<file path="config.mk">
export PLATFORM = sky130hd
export DESIGN_NAME = ebm_top
export DESIGN_NICKNAME = d
export VERILOG_FILES = /design/src/inc/ebm_pkg.sv /design/src/hdl/ebm_mode_decode.sv /design/src/hdl/ebm_top.sv
export SDC_FILE = /design/constraint.sdc
export NUM_CORES = 1
export LEC_CHECK = 0
export ABC_AREA = 1
export BUFFER_PORTS_ARGS = -buffer_cell sky130_fd_sc_hd__buf_4
export CORE_MARGIN = 5
export CORE_UTILIZATION = 30
export DETAILED_ROUTE_END_ITERATION = 6
export GPL_TIMING_DRIVEN = 1
export SETUP_SLACK_MARGIN = 0.1
export SLEW_MARGIN = 20
export SYNTH_ARGS = -nofsm -noshare
export SYNTH_HDL_FRONTEND = slang
export SYNTH_SLANG_ARGS = --single-unit
</file>
<file path="constraint.sdc">
create_clock -name clk_sys -period 2.3 [get_ports clk_sys]
set_input_delay 0.115 -clock clk_sys [delete_from_list [all_inputs] [get_ports clk_sys]]
set_output_delay 0.115 -clock clk_sys [all_outputs]
set_load 0.02 [all_outputs]
</file>
<file path="src/inc/ebm_pkg.sv">
/*
  Package for the external bus mode port configuration block.
  Assumes a single clock domain and an 8-bit register port.
*/
package ebm_pkg;

  // Operating modes captured at reset.
  typedef enum logic [2:0] {
    EBM_SPECIAL_SINGLE = 3'h0,
    EBM_SPECIAL_TEST   = 3'h1,
    EBM_SPECIAL_PERIPH = 3'h2,
    EBM_EMUL_NARROW    = 3'h3,
    EBM_NORMAL_SINGLE  = 3'h4,
    EBM_NORMAL_NARROW  = 3'h5,
    EBM_EMUL_WIDE      = 3'h6,
    EBM_NORMAL_WIDE    = 3'h7
  } ebm_mode_t;

  // Bus phases of the multiplexed external cycle.
  typedef enum logic [1:0] {
    EBM_PH_IDLE,
    EBM_PH_ADDR,
    EBM_PH_DATA,
    EBM_PH_DATA_LO
  } ebm_phase_t;

  // Port function assignment decoded from the mode.
  typedef struct packed {
    logic bus_en;
    logic wide;
    logic cpu_active;
    logic bdm_active;
    logic ext_master;
    logic prot_lifted;
  } ebm_portcfg_t;

  // External bus request from the core.
  typedef struct packed {
    logic        valid;
    logic        write;
    logic [15:0] addr;
    logic [15:0] wdata;
  } ebm_req_t;

  // Register offsets.
  localparam logic [7:0] EBM_OFF_RSVD4 = 8'h04;
  localparam logic [7:0] EBM_OFF_RSVD5 = 8'h05;
  localparam logic [7:0] EBM_OFF_RSVD6 = 8'h06;
  localparam logic [7:0] EBM_OFF_RSVD7 = 8'h07;
  localparam logic [7:0] EBM_OFF_MODE = 8'h00;
  localparam logic [7:0] EBM_OFF_CTRL = 8'h01;
  localparam logic [7:0] EBM_OFF_GPIO_A = 8'h02;
  localparam logic [7:0] EBM_OFF_GPIO_B = 8'h03;
  localparam logic [7:0] EBM_OFF_DDR_A = 8'h08;
  localparam logic [7:0] EBM_OFF_DDR_B = 8'h09;
  localparam logic [7:0] EBM_OFF_GPIO_E = 8'h0A;
  localparam logic [7:0] EBM_OFF_DDR_E = 8'h0B;
  localparam logic [7:0] EBM_OFF_GPIO_K = 8'h0C;
  localparam logic [7:0] EBM_OFF_DDR_K = 8'h0D;

  // Field positions of the control register.
  localparam int EBM_CTRL_WIDE_BIT = 0;
  localparam int EBM_CTRL_BUSEN_BIT = 1;

  // Reset value and reserved-read value.
  localparam logic [7:0] EBM_RST_BYTE = 8'h00;
  localparam logic [7:0] EBM_RSVD_READ = 8'h00;

  // Port E pins kept for bus control in bus modes: strobe, read/write, low strobe.
  localparam logic [7:0] EBM_E_CTRL_MASK = 8'h1C;
  localparam int EBM_E_STB_BIT = 4;
  localparam int EBM_E_RW_BIT = 2;
  localparam int EBM_E_LSTRB_BIT = 3;

  // Bus cycle length in clock cycles per phase.
  localparam logic [1:0] EBM_PHASE_CYCLES = 2'h1;

endpackage

</file>
<file path="src/hdl/ebm_mode_decode.sv">
/*
  Mode decoder: turns the captured mode into the port function assignment.
  Assumes the mode is stable after reset release.
*/
`timescale 1ns/10ps
module ebm_mode_decode (
  // Mode in.
  input wire ebm_pkg::ebm_mode_t mode,
  input wire logic [7:0] ctrl,
  // Assignment out.
  output ebm_pkg::ebm_portcfg_t cfg
);

  // Decode mode and, where protection is lifted, the control overrides.
  always_comb begin
    cfg = '0;
    cfg.cpu_active = 1'b1;
    unique case (mode)
      ebm_pkg::EBM_NORMAL_WIDE, ebm_pkg::EBM_EMUL_WIDE: begin
        cfg.bus_en = 1'b1;
        cfg.wide = 1'b1;
      end
      ebm_pkg::EBM_NORMAL_NARROW, ebm_pkg::EBM_EMUL_NARROW: begin
        cfg.bus_en = 1'b1;
      end
      ebm_pkg::EBM_NORMAL_SINGLE: begin
        cfg.bus_en = 1'b0;
      end
      ebm_pkg::EBM_SPECIAL_SINGLE: begin
        cfg.bdm_active = 1'b1;
      end
      ebm_pkg::EBM_SPECIAL_TEST: begin
        cfg.prot_lifted = 1'b1;
        cfg.bus_en = ~ctrl[ebm_pkg::EBM_CTRL_BUSEN_BIT];
        cfg.wide = ~ctrl[ebm_pkg::EBM_CTRL_WIDE_BIT];
      end
      ebm_pkg::EBM_SPECIAL_PERIPH: begin
        cfg.cpu_active = 1'b0;
        cfg.ext_master = 1'b1;
        cfg.bus_en = 1'b1;
        cfg.wide = 1'b1;
      end
    endcase
  end

endmodule

</file>
<file path="src/hdl/ebm_top.sv">
/*
  External bus mode port configuration: mode capture, port function assignment,
  multiplexed address/data bus sequencing and general-purpose port registers.
  Assumes inputs synchronous to clk_sys and a one-request-at-a-time core.
*/
// Local design decision: strobed register access.
`timescale 1ns/10ps
module ebm_top (
  // Clock and reset.
  input wire logic clk_sys,
  input wire logic rst_n,
  // Mode strap pins.
  input wire logic [2:0] mode_pins,
  // Register port.
  input wire logic [7:0] reg_addr,
  input wire logic [7:0] reg_wdata,
  input wire logic reg_wr,
  input wire logic reg_rd,
  output logic [7:0] reg_rdata,
  // Core bus request.
  input wire ebm_pkg::ebm_req_t core_req,
  output logic core_ack,
  output logic [15:0] core_rdata,
  // Port pins, enables low while driving.
  input wire logic [7:0] port_a_in,
  output logic [7:0] port_a_out,
  output logic [7:0] port_a_oe_n,
  input wire logic [7:0] port_b_in,
  output logic [7:0] port_b_out,
  output logic [7:0] port_b_oe_n,
  input wire logic [7:0] port_e_in,
  output logic [7:0] port_e_out,
  output logic [7:0] port_e_oe_n,
  input wire logic [7:0] port_k_in,
  output logic [7:0] port_k_out,
  output logic [7:0] port_k_oe_n,
  // Mode status.
  output logic cpu_active,
  output logic background_debug_mode
);

  ebm_pkg::ebm_mode_t mode_reg;
  logic captured_reg;
  logic [7:0] ctrl_reg;
  logic [7:0] gpio_a_reg, gpio_b_reg, gpio_e_reg, gpio_k_reg;
  logic [7:0] ddr_a_reg, ddr_b_reg, ddr_e_reg, ddr_k_reg;
  ebm_pkg::ebm_portcfg_t cfg;
  ebm_pkg::ebm_phase_t phase_reg;
  ebm_pkg::ebm_req_t req_reg;
  logic [7:0] a_out_next, b_out_next, e_out_next;
  logic [7:0] a_oe_next, b_oe_next, e_oe_next;

  ebm_mode_decode u_dec (
    .mode(mode_reg),
    .ctrl(ctrl_reg),
    .cfg(cfg)
  );

  // Register write strobe to a given offset.
  function automatic logic wr_hit(input logic [7:0] a, input logic [7:0] off, input logic w);
    wr_hit = w && (a == off);
  endfunction

  // mode capture at release
  // The strap is sampled on the first edge after reset is released.
  always_ff @(posedge clk_sys or negedge rst_n) begin
    if (!rst_n) begin
      captured_reg <= 1'b0;
      mode_reg <= ebm_pkg::EBM_SPECIAL_SINGLE;
    end else if (!captured_reg) begin
      captured_reg <= 1'b1;
      mode_reg <= ebm_pkg::ebm_mode_t'(mode_pins);
    end
  end

  // protection lifted in test
  // The control register takes writes only in special test mode.
  always_ff @(posedge clk_sys or negedge rst_n) begin
    if (!rst_n) begin
      ctrl_reg <= ebm_pkg::EBM_RST_BYTE;
    end else if (wr_hit(reg_addr, ebm_pkg::EBM_OFF_CTRL, reg_wr) && cfg.prot_lifted) begin
      ctrl_reg <= reg_wdata;
    end
  end

  // GPIO data and direction
  // General-purpose data and direction registers, written anytime.
  always_ff @(posedge clk_sys or negedge rst_n) begin
    if (!rst_n) begin
      gpio_a_reg <= ebm_pkg::EBM_RST_BYTE;
      gpio_b_reg <= ebm_pkg::EBM_RST_BYTE;
      gpio_e_reg <= ebm_pkg::EBM_RST_BYTE;
      gpio_k_reg <= ebm_pkg::EBM_RST_BYTE;
      ddr_a_reg <= ebm_pkg::EBM_RST_BYTE;
      ddr_b_reg <= ebm_pkg::EBM_RST_BYTE;
      ddr_e_reg <= ebm_pkg::EBM_RST_BYTE;
      ddr_k_reg <= ebm_pkg::EBM_RST_BYTE;
    end else begin
      if (wr_hit(reg_addr, ebm_pkg::EBM_OFF_GPIO_A, reg_wr)) gpio_a_reg <= reg_wdata;
      if (wr_hit(reg_addr, ebm_pkg::EBM_OFF_GPIO_B, reg_wr)) gpio_b_reg <= reg_wdata;
      if (wr_hit(reg_addr, ebm_pkg::EBM_OFF_GPIO_E, reg_wr)) gpio_e_reg <= reg_wdata;
      if (wr_hit(reg_addr, ebm_pkg::EBM_OFF_GPIO_K, reg_wr)) gpio_k_reg <= reg_wdata;
      if (wr_hit(reg_addr, ebm_pkg::EBM_OFF_DDR_A, reg_wr)) ddr_a_reg <= reg_wdata;
      if (wr_hit(reg_addr, ebm_pkg::EBM_OFF_DDR_B, reg_wr)) ddr_b_reg <= reg_wdata;
      if (wr_hit(reg_addr, ebm_pkg::EBM_OFF_DDR_E, reg_wr)) ddr_e_reg <= reg_wdata;
      if (wr_hit(reg_addr, ebm_pkg::EBM_OFF_DDR_K, reg_wr)) ddr_k_reg <= reg_wdata;
    end
  end

  // Read data stand in the cycle after the read strobe only.
  always_ff @(posedge clk_sys or negedge rst_n) begin
    if (!rst_n) begin
      reg_rdata <= ebm_pkg::EBM_RST_BYTE;
    end else if (!reg_rd) begin
      reg_rdata <= ebm_pkg::EBM_RST_BYTE;
    end else begin
      unique case (reg_addr)
        ebm_pkg::EBM_OFF_MODE: reg_rdata <= {5'h00, mode_reg};
        ebm_pkg::EBM_OFF_CTRL: reg_rdata <= ctrl_reg;
        ebm_pkg::EBM_OFF_GPIO_A: reg_rdata <= (gpio_a_reg & ddr_a_reg) | (port_a_in & ~ddr_a_reg);
        ebm_pkg::EBM_OFF_GPIO_B: reg_rdata <= (gpio_b_reg & ddr_b_reg) | (port_b_in & ~ddr_b_reg);
        ebm_pkg::EBM_OFF_GPIO_E: reg_rdata <= (gpio_e_reg & ddr_e_reg) | (port_e_in & ~ddr_e_reg);
        ebm_pkg::EBM_OFF_GPIO_K: reg_rdata <= (gpio_k_reg & ddr_k_reg) | (port_k_in & ~ddr_k_reg);
        ebm_pkg::EBM_OFF_DDR_A: reg_rdata <= ddr_a_reg;
        ebm_pkg::EBM_OFF_DDR_B: reg_rdata <= ddr_b_reg;
        ebm_pkg::EBM_OFF_DDR_E: reg_rdata <= ddr_e_reg;
        ebm_pkg::EBM_OFF_DDR_K: reg_rdata <= ddr_k_reg;
        default: reg_rdata <= ebm_pkg::EBM_RSVD_READ;
      endcase
    end
  end

  // bus cycle sequencing
  // Address phase, then one data phase (wide) or two byte phases (narrow).
  always_ff @(posedge clk_sys or negedge rst_n) begin
    if (!rst_n) begin
      phase_reg <= ebm_pkg::EBM_PH_IDLE;
      req_reg <= '0;
      core_ack <= 1'b0;
      core_rdata <= 16'h0000;
    end else begin
      core_ack <= 1'b0;
      unique case (phase_reg)
        ebm_pkg::EBM_PH_IDLE: begin
          if (core_req.valid && cfg.bus_en && cfg.cpu_active && captured_reg) begin
            req_reg <= core_req;
            phase_reg <= ebm_pkg::EBM_PH_ADDR;
          end
        end
        ebm_pkg::EBM_PH_ADDR: begin
          phase_reg <= ebm_pkg::EBM_PH_DATA;
        end
        ebm_pkg::EBM_PH_DATA: begin
          if (cfg.wide) begin
            core_rdata <= {port_a_in, port_b_in};
            core_ack <= 1'b1;
            phase_reg <= ebm_pkg::EBM_PH_IDLE;
          end else begin
            core_rdata[15:8] <= port_a_in;
            phase_reg <= ebm_pkg::EBM_PH_DATA_LO;
          end
        end
        ebm_pkg::EBM_PH_DATA_LO: begin
          core_rdata[7:0] <= port_a_in;
          core_ack <= 1'b1;
          phase_reg <= ebm_pkg::EBM_PH_IDLE;
        end
      endcase
    end
  end

  // Pin drive decided per mode and bus phase.
  always_comb begin
    a_out_next = gpio_a_reg;
    b_out_next = gpio_b_reg;
    e_out_next = gpio_e_reg;
    a_oe_next = ~ddr_a_reg;
    b_oe_next = ~ddr_b_reg;
    e_oe_next = ~ddr_e_reg;
    if (cfg.ext_master) begin
      a_oe_next = 8'hFF;
      b_oe_next = 8'hFF;
      e_oe_next = 8'hFF;
    end else if (cfg.bus_en) begin
      e_oe_next = e_oe_next & ~ebm_pkg::EBM_E_CTRL_MASK;
      e_out_next[ebm_pkg::EBM_E_STB_BIT] = (phase_reg != ebm_pkg::EBM_PH_IDLE);
      e_out_next[ebm_pkg::EBM_E_RW_BIT] = ~req_reg.write;
      e_out_next[ebm_pkg::EBM_E_LSTRB_BIT] = cfg.wide;
      b_oe_next = 8'h00;
      unique case (phase_reg)
        ebm_pkg::EBM_PH_IDLE, ebm_pkg::EBM_PH_ADDR: begin
          a_out_next = req_reg.addr[15:8];
          b_out_next = req_reg.addr[7:0];
          a_oe_next = 8'h00;
        end
        ebm_pkg::EBM_PH_DATA: begin
          a_out_next = req_reg.wdata[15:8];
          b_out_next = cfg.wide ? req_reg.wdata[7:0] : req_reg.addr[7:0];
          a_oe_next = req_reg.write ? 8'h00 : 8'hFF;
          b_oe_next = (req_reg.write || !cfg.wide) ? 8'h00 : 8'hFF;
        end
        ebm_pkg::EBM_PH_DATA_LO: begin
          a_out_next = req_reg.wdata[7:0];
          b_out_next = req_reg.addr[7:0];
          a_oe_next = req_reg.write ? 8'h00 : 8'hFF;
        end
      endcase
    end
  end

  // pins registered
  // Port K always GPIO; all outputs come from flip-flops.
  always_ff @(posedge clk_sys or negedge rst_n) begin
    if (!rst_n) begin
      port_a_out <= 8'h00;
      port_b_out <= 8'h00;
      port_e_out <= 8'h00;
      port_k_out <= 8'h00;
      port_a_oe_n <= 8'hFF;
      port_b_oe_n <= 8'hFF;
      port_e_oe_n <= 8'hFF;
      port_k_oe_n <= 8'hFF;
      cpu_active <= 1'b0;
      background_debug_mode <= 1'b0;
    end else begin
      port_a_out <= a_out_next;
      port_b_out <= b_out_next;
      port_e_out <= e_out_next;
      port_k_out <= gpio_k_reg;
      port_a_oe_n <= captured_reg ? a_oe_next : 8'hFF;
      port_b_oe_n <= captured_reg ? b_oe_next : 8'hFF;
      port_e_oe_n <= captured_reg ? e_oe_next : 8'hFF;
      port_k_oe_n <= ~ddr_k_reg;
      cpu_active <= captured_reg && cfg.cpu_active && !cfg.bdm_active;
      background_debug_mode <= captured_reg && cfg.bdm_active;
    end
  end

  // Assertions.
  a_bdm_no_bus: assert property (@(posedge clk_sys) disable iff (!rst_n)
    background_debug_mode |-> (port_a_oe_n == ~$past(ddr_a_reg))) else $error("bus in bdm");
  a_single_gpio: assert property (@(posedge clk_sys) disable iff (!rst_n)
    (captured_reg && mode_reg == ebm_pkg::EBM_NORMAL_SINGLE) |=> (port_b_oe_n == ~$past(ddr_b_reg)))
    else $error("single-chip port b not gpio");
  a_wide_ack: assert property (@(posedge clk_sys) disable iff (!rst_n)
    (phase_reg == ebm_pkg::EBM_PH_ADDR && cfg.wide) |=> ##1 core_ack) else $error("wide ack late");
  a_narrow_ack: assert property (@(posedge clk_sys) disable iff (!rst_n)
    (phase_reg == ebm_pkg::EBM_PH_ADDR && !cfg.wide) |=> !core_ack ##1 !core_ack ##1 core_ack)
    else $error("narrow ack wrong");
  a_test_prot: assert property (@(posedge clk_sys) disable iff (!rst_n)
    (reg_wr && reg_addr == ebm_pkg::EBM_OFF_CTRL && !cfg.prot_lifted) |=> $stable(ctrl_reg))
    else $error("ctrl written while protected");
  a_periph_hiz: assert property (@(posedge clk_sys) disable iff (!rst_n)
    (captured_reg && cfg.ext_master) |=> (port_a_oe_n == 8'hFF && !cpu_active))
    else $error("periph mode driving");
  a_mode_held: assert property (@(posedge clk_sys) disable iff (!rst_n)
    captured_reg |=> $stable(mode_reg)) else $error("mode changed after capture");
  a_ectl_drive: assert property (@(posedge clk_sys) disable iff (!rst_n)
    (captured_reg && cfg.bus_en && !cfg.ext_master) |=> (port_e_oe_n[ebm_pkg::EBM_E_STB_BIT] == 1'b0))
    else $error("port e control not driven");
  c_wide: cover property (@(posedge clk_sys) disable iff (!rst_n) core_ack && cfg.wide);
  c_narrow: cover property (@(posedge clk_sys) disable iff (!rst_n) core_ack && !cfg.wide);
  c_test_wr: cover property (@(posedge clk_sys) disable iff (!rst_n)
    reg_wr && reg_addr == ebm_pkg::EBM_OFF_CTRL && cfg.prot_lifted);

endmodule

</file>
==> results.py <==
metrics = {
    "status": {
        "status": "finished, final reports clean",
    },
    "setup_path": {
        "worstSetupStartpoint": "mode_reg[2]",
        "crit_end": "port_a_oe_n[7]",
        "timing.rr.end": "port_a_oe_n[7]",
        "ff2ff_path_depth": 5,
        "max_stage_delay_ns": 0.53,
        "rrSetupSlack_ns": 0.45,
        "critPathSlowestCell": "a31oi_1",
        "end_kind": "register",
        "cp_cell_sequence": "o21ai_2, nand2_4, buf_4, a31oi_1, o21ai_0",
        "cp_data_arrival_time_ns": 2.24,
        "path_max_fanout": 14,
        "r2r_start": "mode_reg[2]",
        "required_ns": 2.69,
        "crit_type": "register to register",
        "worst_setup_path_start_kind": "register",
    },
    "routing": {
        "drc_errors": 0,
        "dr_total_vias": 7467,
        "ant_nets": 0,
        "drt-met1-wl_mm": 12.2,
        "drt-pass1-iter-count": 5,
        "dr_wl_met3_mm": 1.52,
        "drtIter0Drc": 588,
        "highest_layer": "met5",
        "vias_per_cell": 4.68,
        "drt-total-wl_mm": 28.2,
        "met2_length_mm": 13.6,
        "wl_per_cell_um": 17.6,
    },
    "power": {
        "p_sw_mw": 3.62,
        "clkPwrFrac_pct": 32.8,
        "p_sw_share_pct": 32.1,
        "finalPower_mw": 11.3,
        "seqPwrFrac_pct": 42.1,
        "ir_worst_vdd_mv": 0.574,
        "p_per_area_nw_per_um2": 953,
        "p_comb_share_pct": 25.1,
        "p_leak_nw": 5.57,
        "p_int_mw": 7.65,
    },
    "layout": {
        "design_area_sq_um": 11800,
        "num-nets-final": 1285,
        "multi_input_area_sq_um": 3110,
        "drive_above_1_share_pct": 25.0,
        "fin_util_pct": 41.1,
        "largest_register_ffs": 33,
        "n_antenna_cell": 0,
        "seq_area_sq_um": 5090,
        "synthToLayoutAreaGrowth_pct": 35.2,
        "n_fill_cell": 2854,
        "fin_cells": 1597,
    },
    "place": {
        "io_buffer_count": 179,
        "dp_cells": 1500,
        "dpl.hpwl_mm": 20.5,
        "post-place-ws_ns": 0.263,
        "post_dp_cell_area_sq_um": 10500,
        "gp_congestion": 0.914,
    },
    "clock_network": {
        "cts_max_path_buffers": 3,
        "clockRootBuffer": "clkbuf_16",
        "htreeDepth": 1,
        "cts_tree": "yes",
        "clk_pin_slew_ns": 0.06,
        "clk_latency_ns": 0.52,
        "clkSinkCount": 202,
        "cts_setup_buffers": 0,
        "cts_made_buffers": 23,
    },
    "yosys": {
        "synth_nets": 1045,
        "syn_area_sq_um": 8750,
        "yosysSeqAreaShare_pct": 58.3,
        "synth_top_area_share_pct": 48.6,
        "ys_async_sr_fraction_pct": 100,
        "yosysMostFrequentCell": "nand2_1",
        "synthCells": 956,
        "ys_warn_count": 0,
        "synth.distinct_cells": 31,
        "ys.flop_type": "dfrtp_1",
        "synth_seq_cells": 202,
        "synth_enable_flop_cells": 0,
        "synth_top_cells_by_count": "nand2_1 (236), dfrtp_1 (170), o21ai_0 (128), nand3_1 (95), inv_1 (78)",
        "synthTopCellsByArea": "dfrtp_1 (49%), nand2_1 (10%), dfstp_2 (9.6%), o21ai_0 (7.3%), nand3_1 (5.4%)",
        "avgSynthCellArea_sq_um": 9.15,
        "synth_top_area_cell": "dfrtp_1",
    },
    "floorplanning": {
        "boundaryPins": 180,
        "coreArea_sq_um": 28800,
        "start_util_pct": 30.4,
        "rows": 62,
        "die_w_um": 181,
        "die_area_sq_um": 32700,
        "dieHeight_um": 181,
    },
    "timing": {
        "tightest_slew_ns": 0.753,
        "slew_viol_final": 0,
        "hold_viol_final": 0,
        "period_share_pct": 80.5,
        "max_freq_ghz": 0.540,
        "min_period_ns": 1.85,
        "tns_ns": 0,
        "relSlewSlack_pct": 49.8,
        "fin_ws_ns": 0.448,
        "setup_viol": 0,
        "finClkSkew_ns": 0.0132,
        "hold_slack_ns": 0.0626,
        "rsz0062_at_grt": "no",
    },
    "job": {
        "max_cap_violations": 0,
    },
    "grt": {
        "grt_overflow": 0,
        "grt_pass1_vias": 7763,
        "grt_max_degree": 86,
        "grt_use_total_pct": 16.9,
        "grt_pass1_wl_mm": 43.9,
        "antenna_found_initial": 1,
    },
    "worst_hold_path": {
        "hold_path_class": "primary input to register",
    },
}
[power groups by stage]
| stage | Combinational [mW] | Sequential [mW] | Clock [mW] |
|---|---|---|---|
| 4_1_cts | 2.85 | 4.75 | 3.77 |
| 3_3_place_gp | 2.74 | 4.79 | 0 |
| 5_1_grt | 3.10 | 4.83 | 3.94 |
| 3_5_place_dp | 2.76 | 4.80 | 0 |
| 2_1_floorplan | 1.08 | 5.15 | 0 |
| 6_report | 2.83 | 4.75 | 3.69 |
[timing repair]
action | 4_1_cts | 5_1_grt
hold buffers | 54 | 0
setup endpoints to repair | 0 | 25
resized for setup | 0 | 1
hold endpoints to repair | 125 | 0
[worst min-delay path by stage]
| stage | startpoint | slack, ns | endpoint | depth (start not counted) |
|---|---|---|---|---|
| after floorplan | rst_n | -0.18 | background_debug_mode | 0 |
| after global placement | rst_n | 0.23 | port_k_out[5] | 1 |
| after detailed placement | rst_n | 0.22 | port_k_out[2] | 1 |
| after CTS | reg_wdata[6] | 0.06 | gpio_b_reg[6] | 3 |
| after global routing | reg_wdata[6] | 0.08 | gpio_b_reg[6] | 3 |
| final | reg_wdata[6] | 0.06 | gpio_k_reg[6] | 3 |
[per-layer routing]
layer  vias to the layer above  track usage (%)
met4                         2             4.78
met3                        58             2.94
met1                      3536             22.6
met2                       256             28.3
li1                       3615                -
met5                         -                0
[worst max-delay path: cells and delay by family (launching register included)]
family	cells	cell delay, ns
flip-flops	1	0.46
buffers and inverters	1	0.19
AND/OR/NAND/NOR	1	0.08
AO/OA/AOI/OAI	3	1.00
[cell type report]
type / instances / area share (%)
clock buffer: 32 / 5.58
clock inverter: 10 / 0.952
inverter: 81 / 2.59
multi-input combinational: 638 / 26.3
sequential: 202 / 43.1
tap: 384 / 4.06
timing repair buffer: 250 / 17.4
[cell families after synthesis]
logic type      after synthesis  share of synthesized area, %
buf+inv                     117                          6.27
flops                       202                          58.3
simple gates                417                          22.1
mux                           5                         0.572
other cells                   1                        0.0429
compound gates              214                          12.7
[placed cells by master (no fill, tap or decap), drive strengths merged]
cell,synthesis,routed
nand2,246,246
buf,28,195
dfrtp,170,170
o21ai,154,154
nand3,102,102
inv,81,82
nor2,66,67
dlygate4sd3,0,54
a21oi,50,50
clkbuf,8,33
dfstp,32,32
o22ai,8,8
mux2i,5,5
clkinv,0,5
clkinvlp,0,2
bufinv,0,2
a41oi,1,1
a31oi,1,1
nand3b,1,1
nor4,1,1
nand4,1,1
conb,1,1
Note: power is estimated with default switching activity, not from simulation.
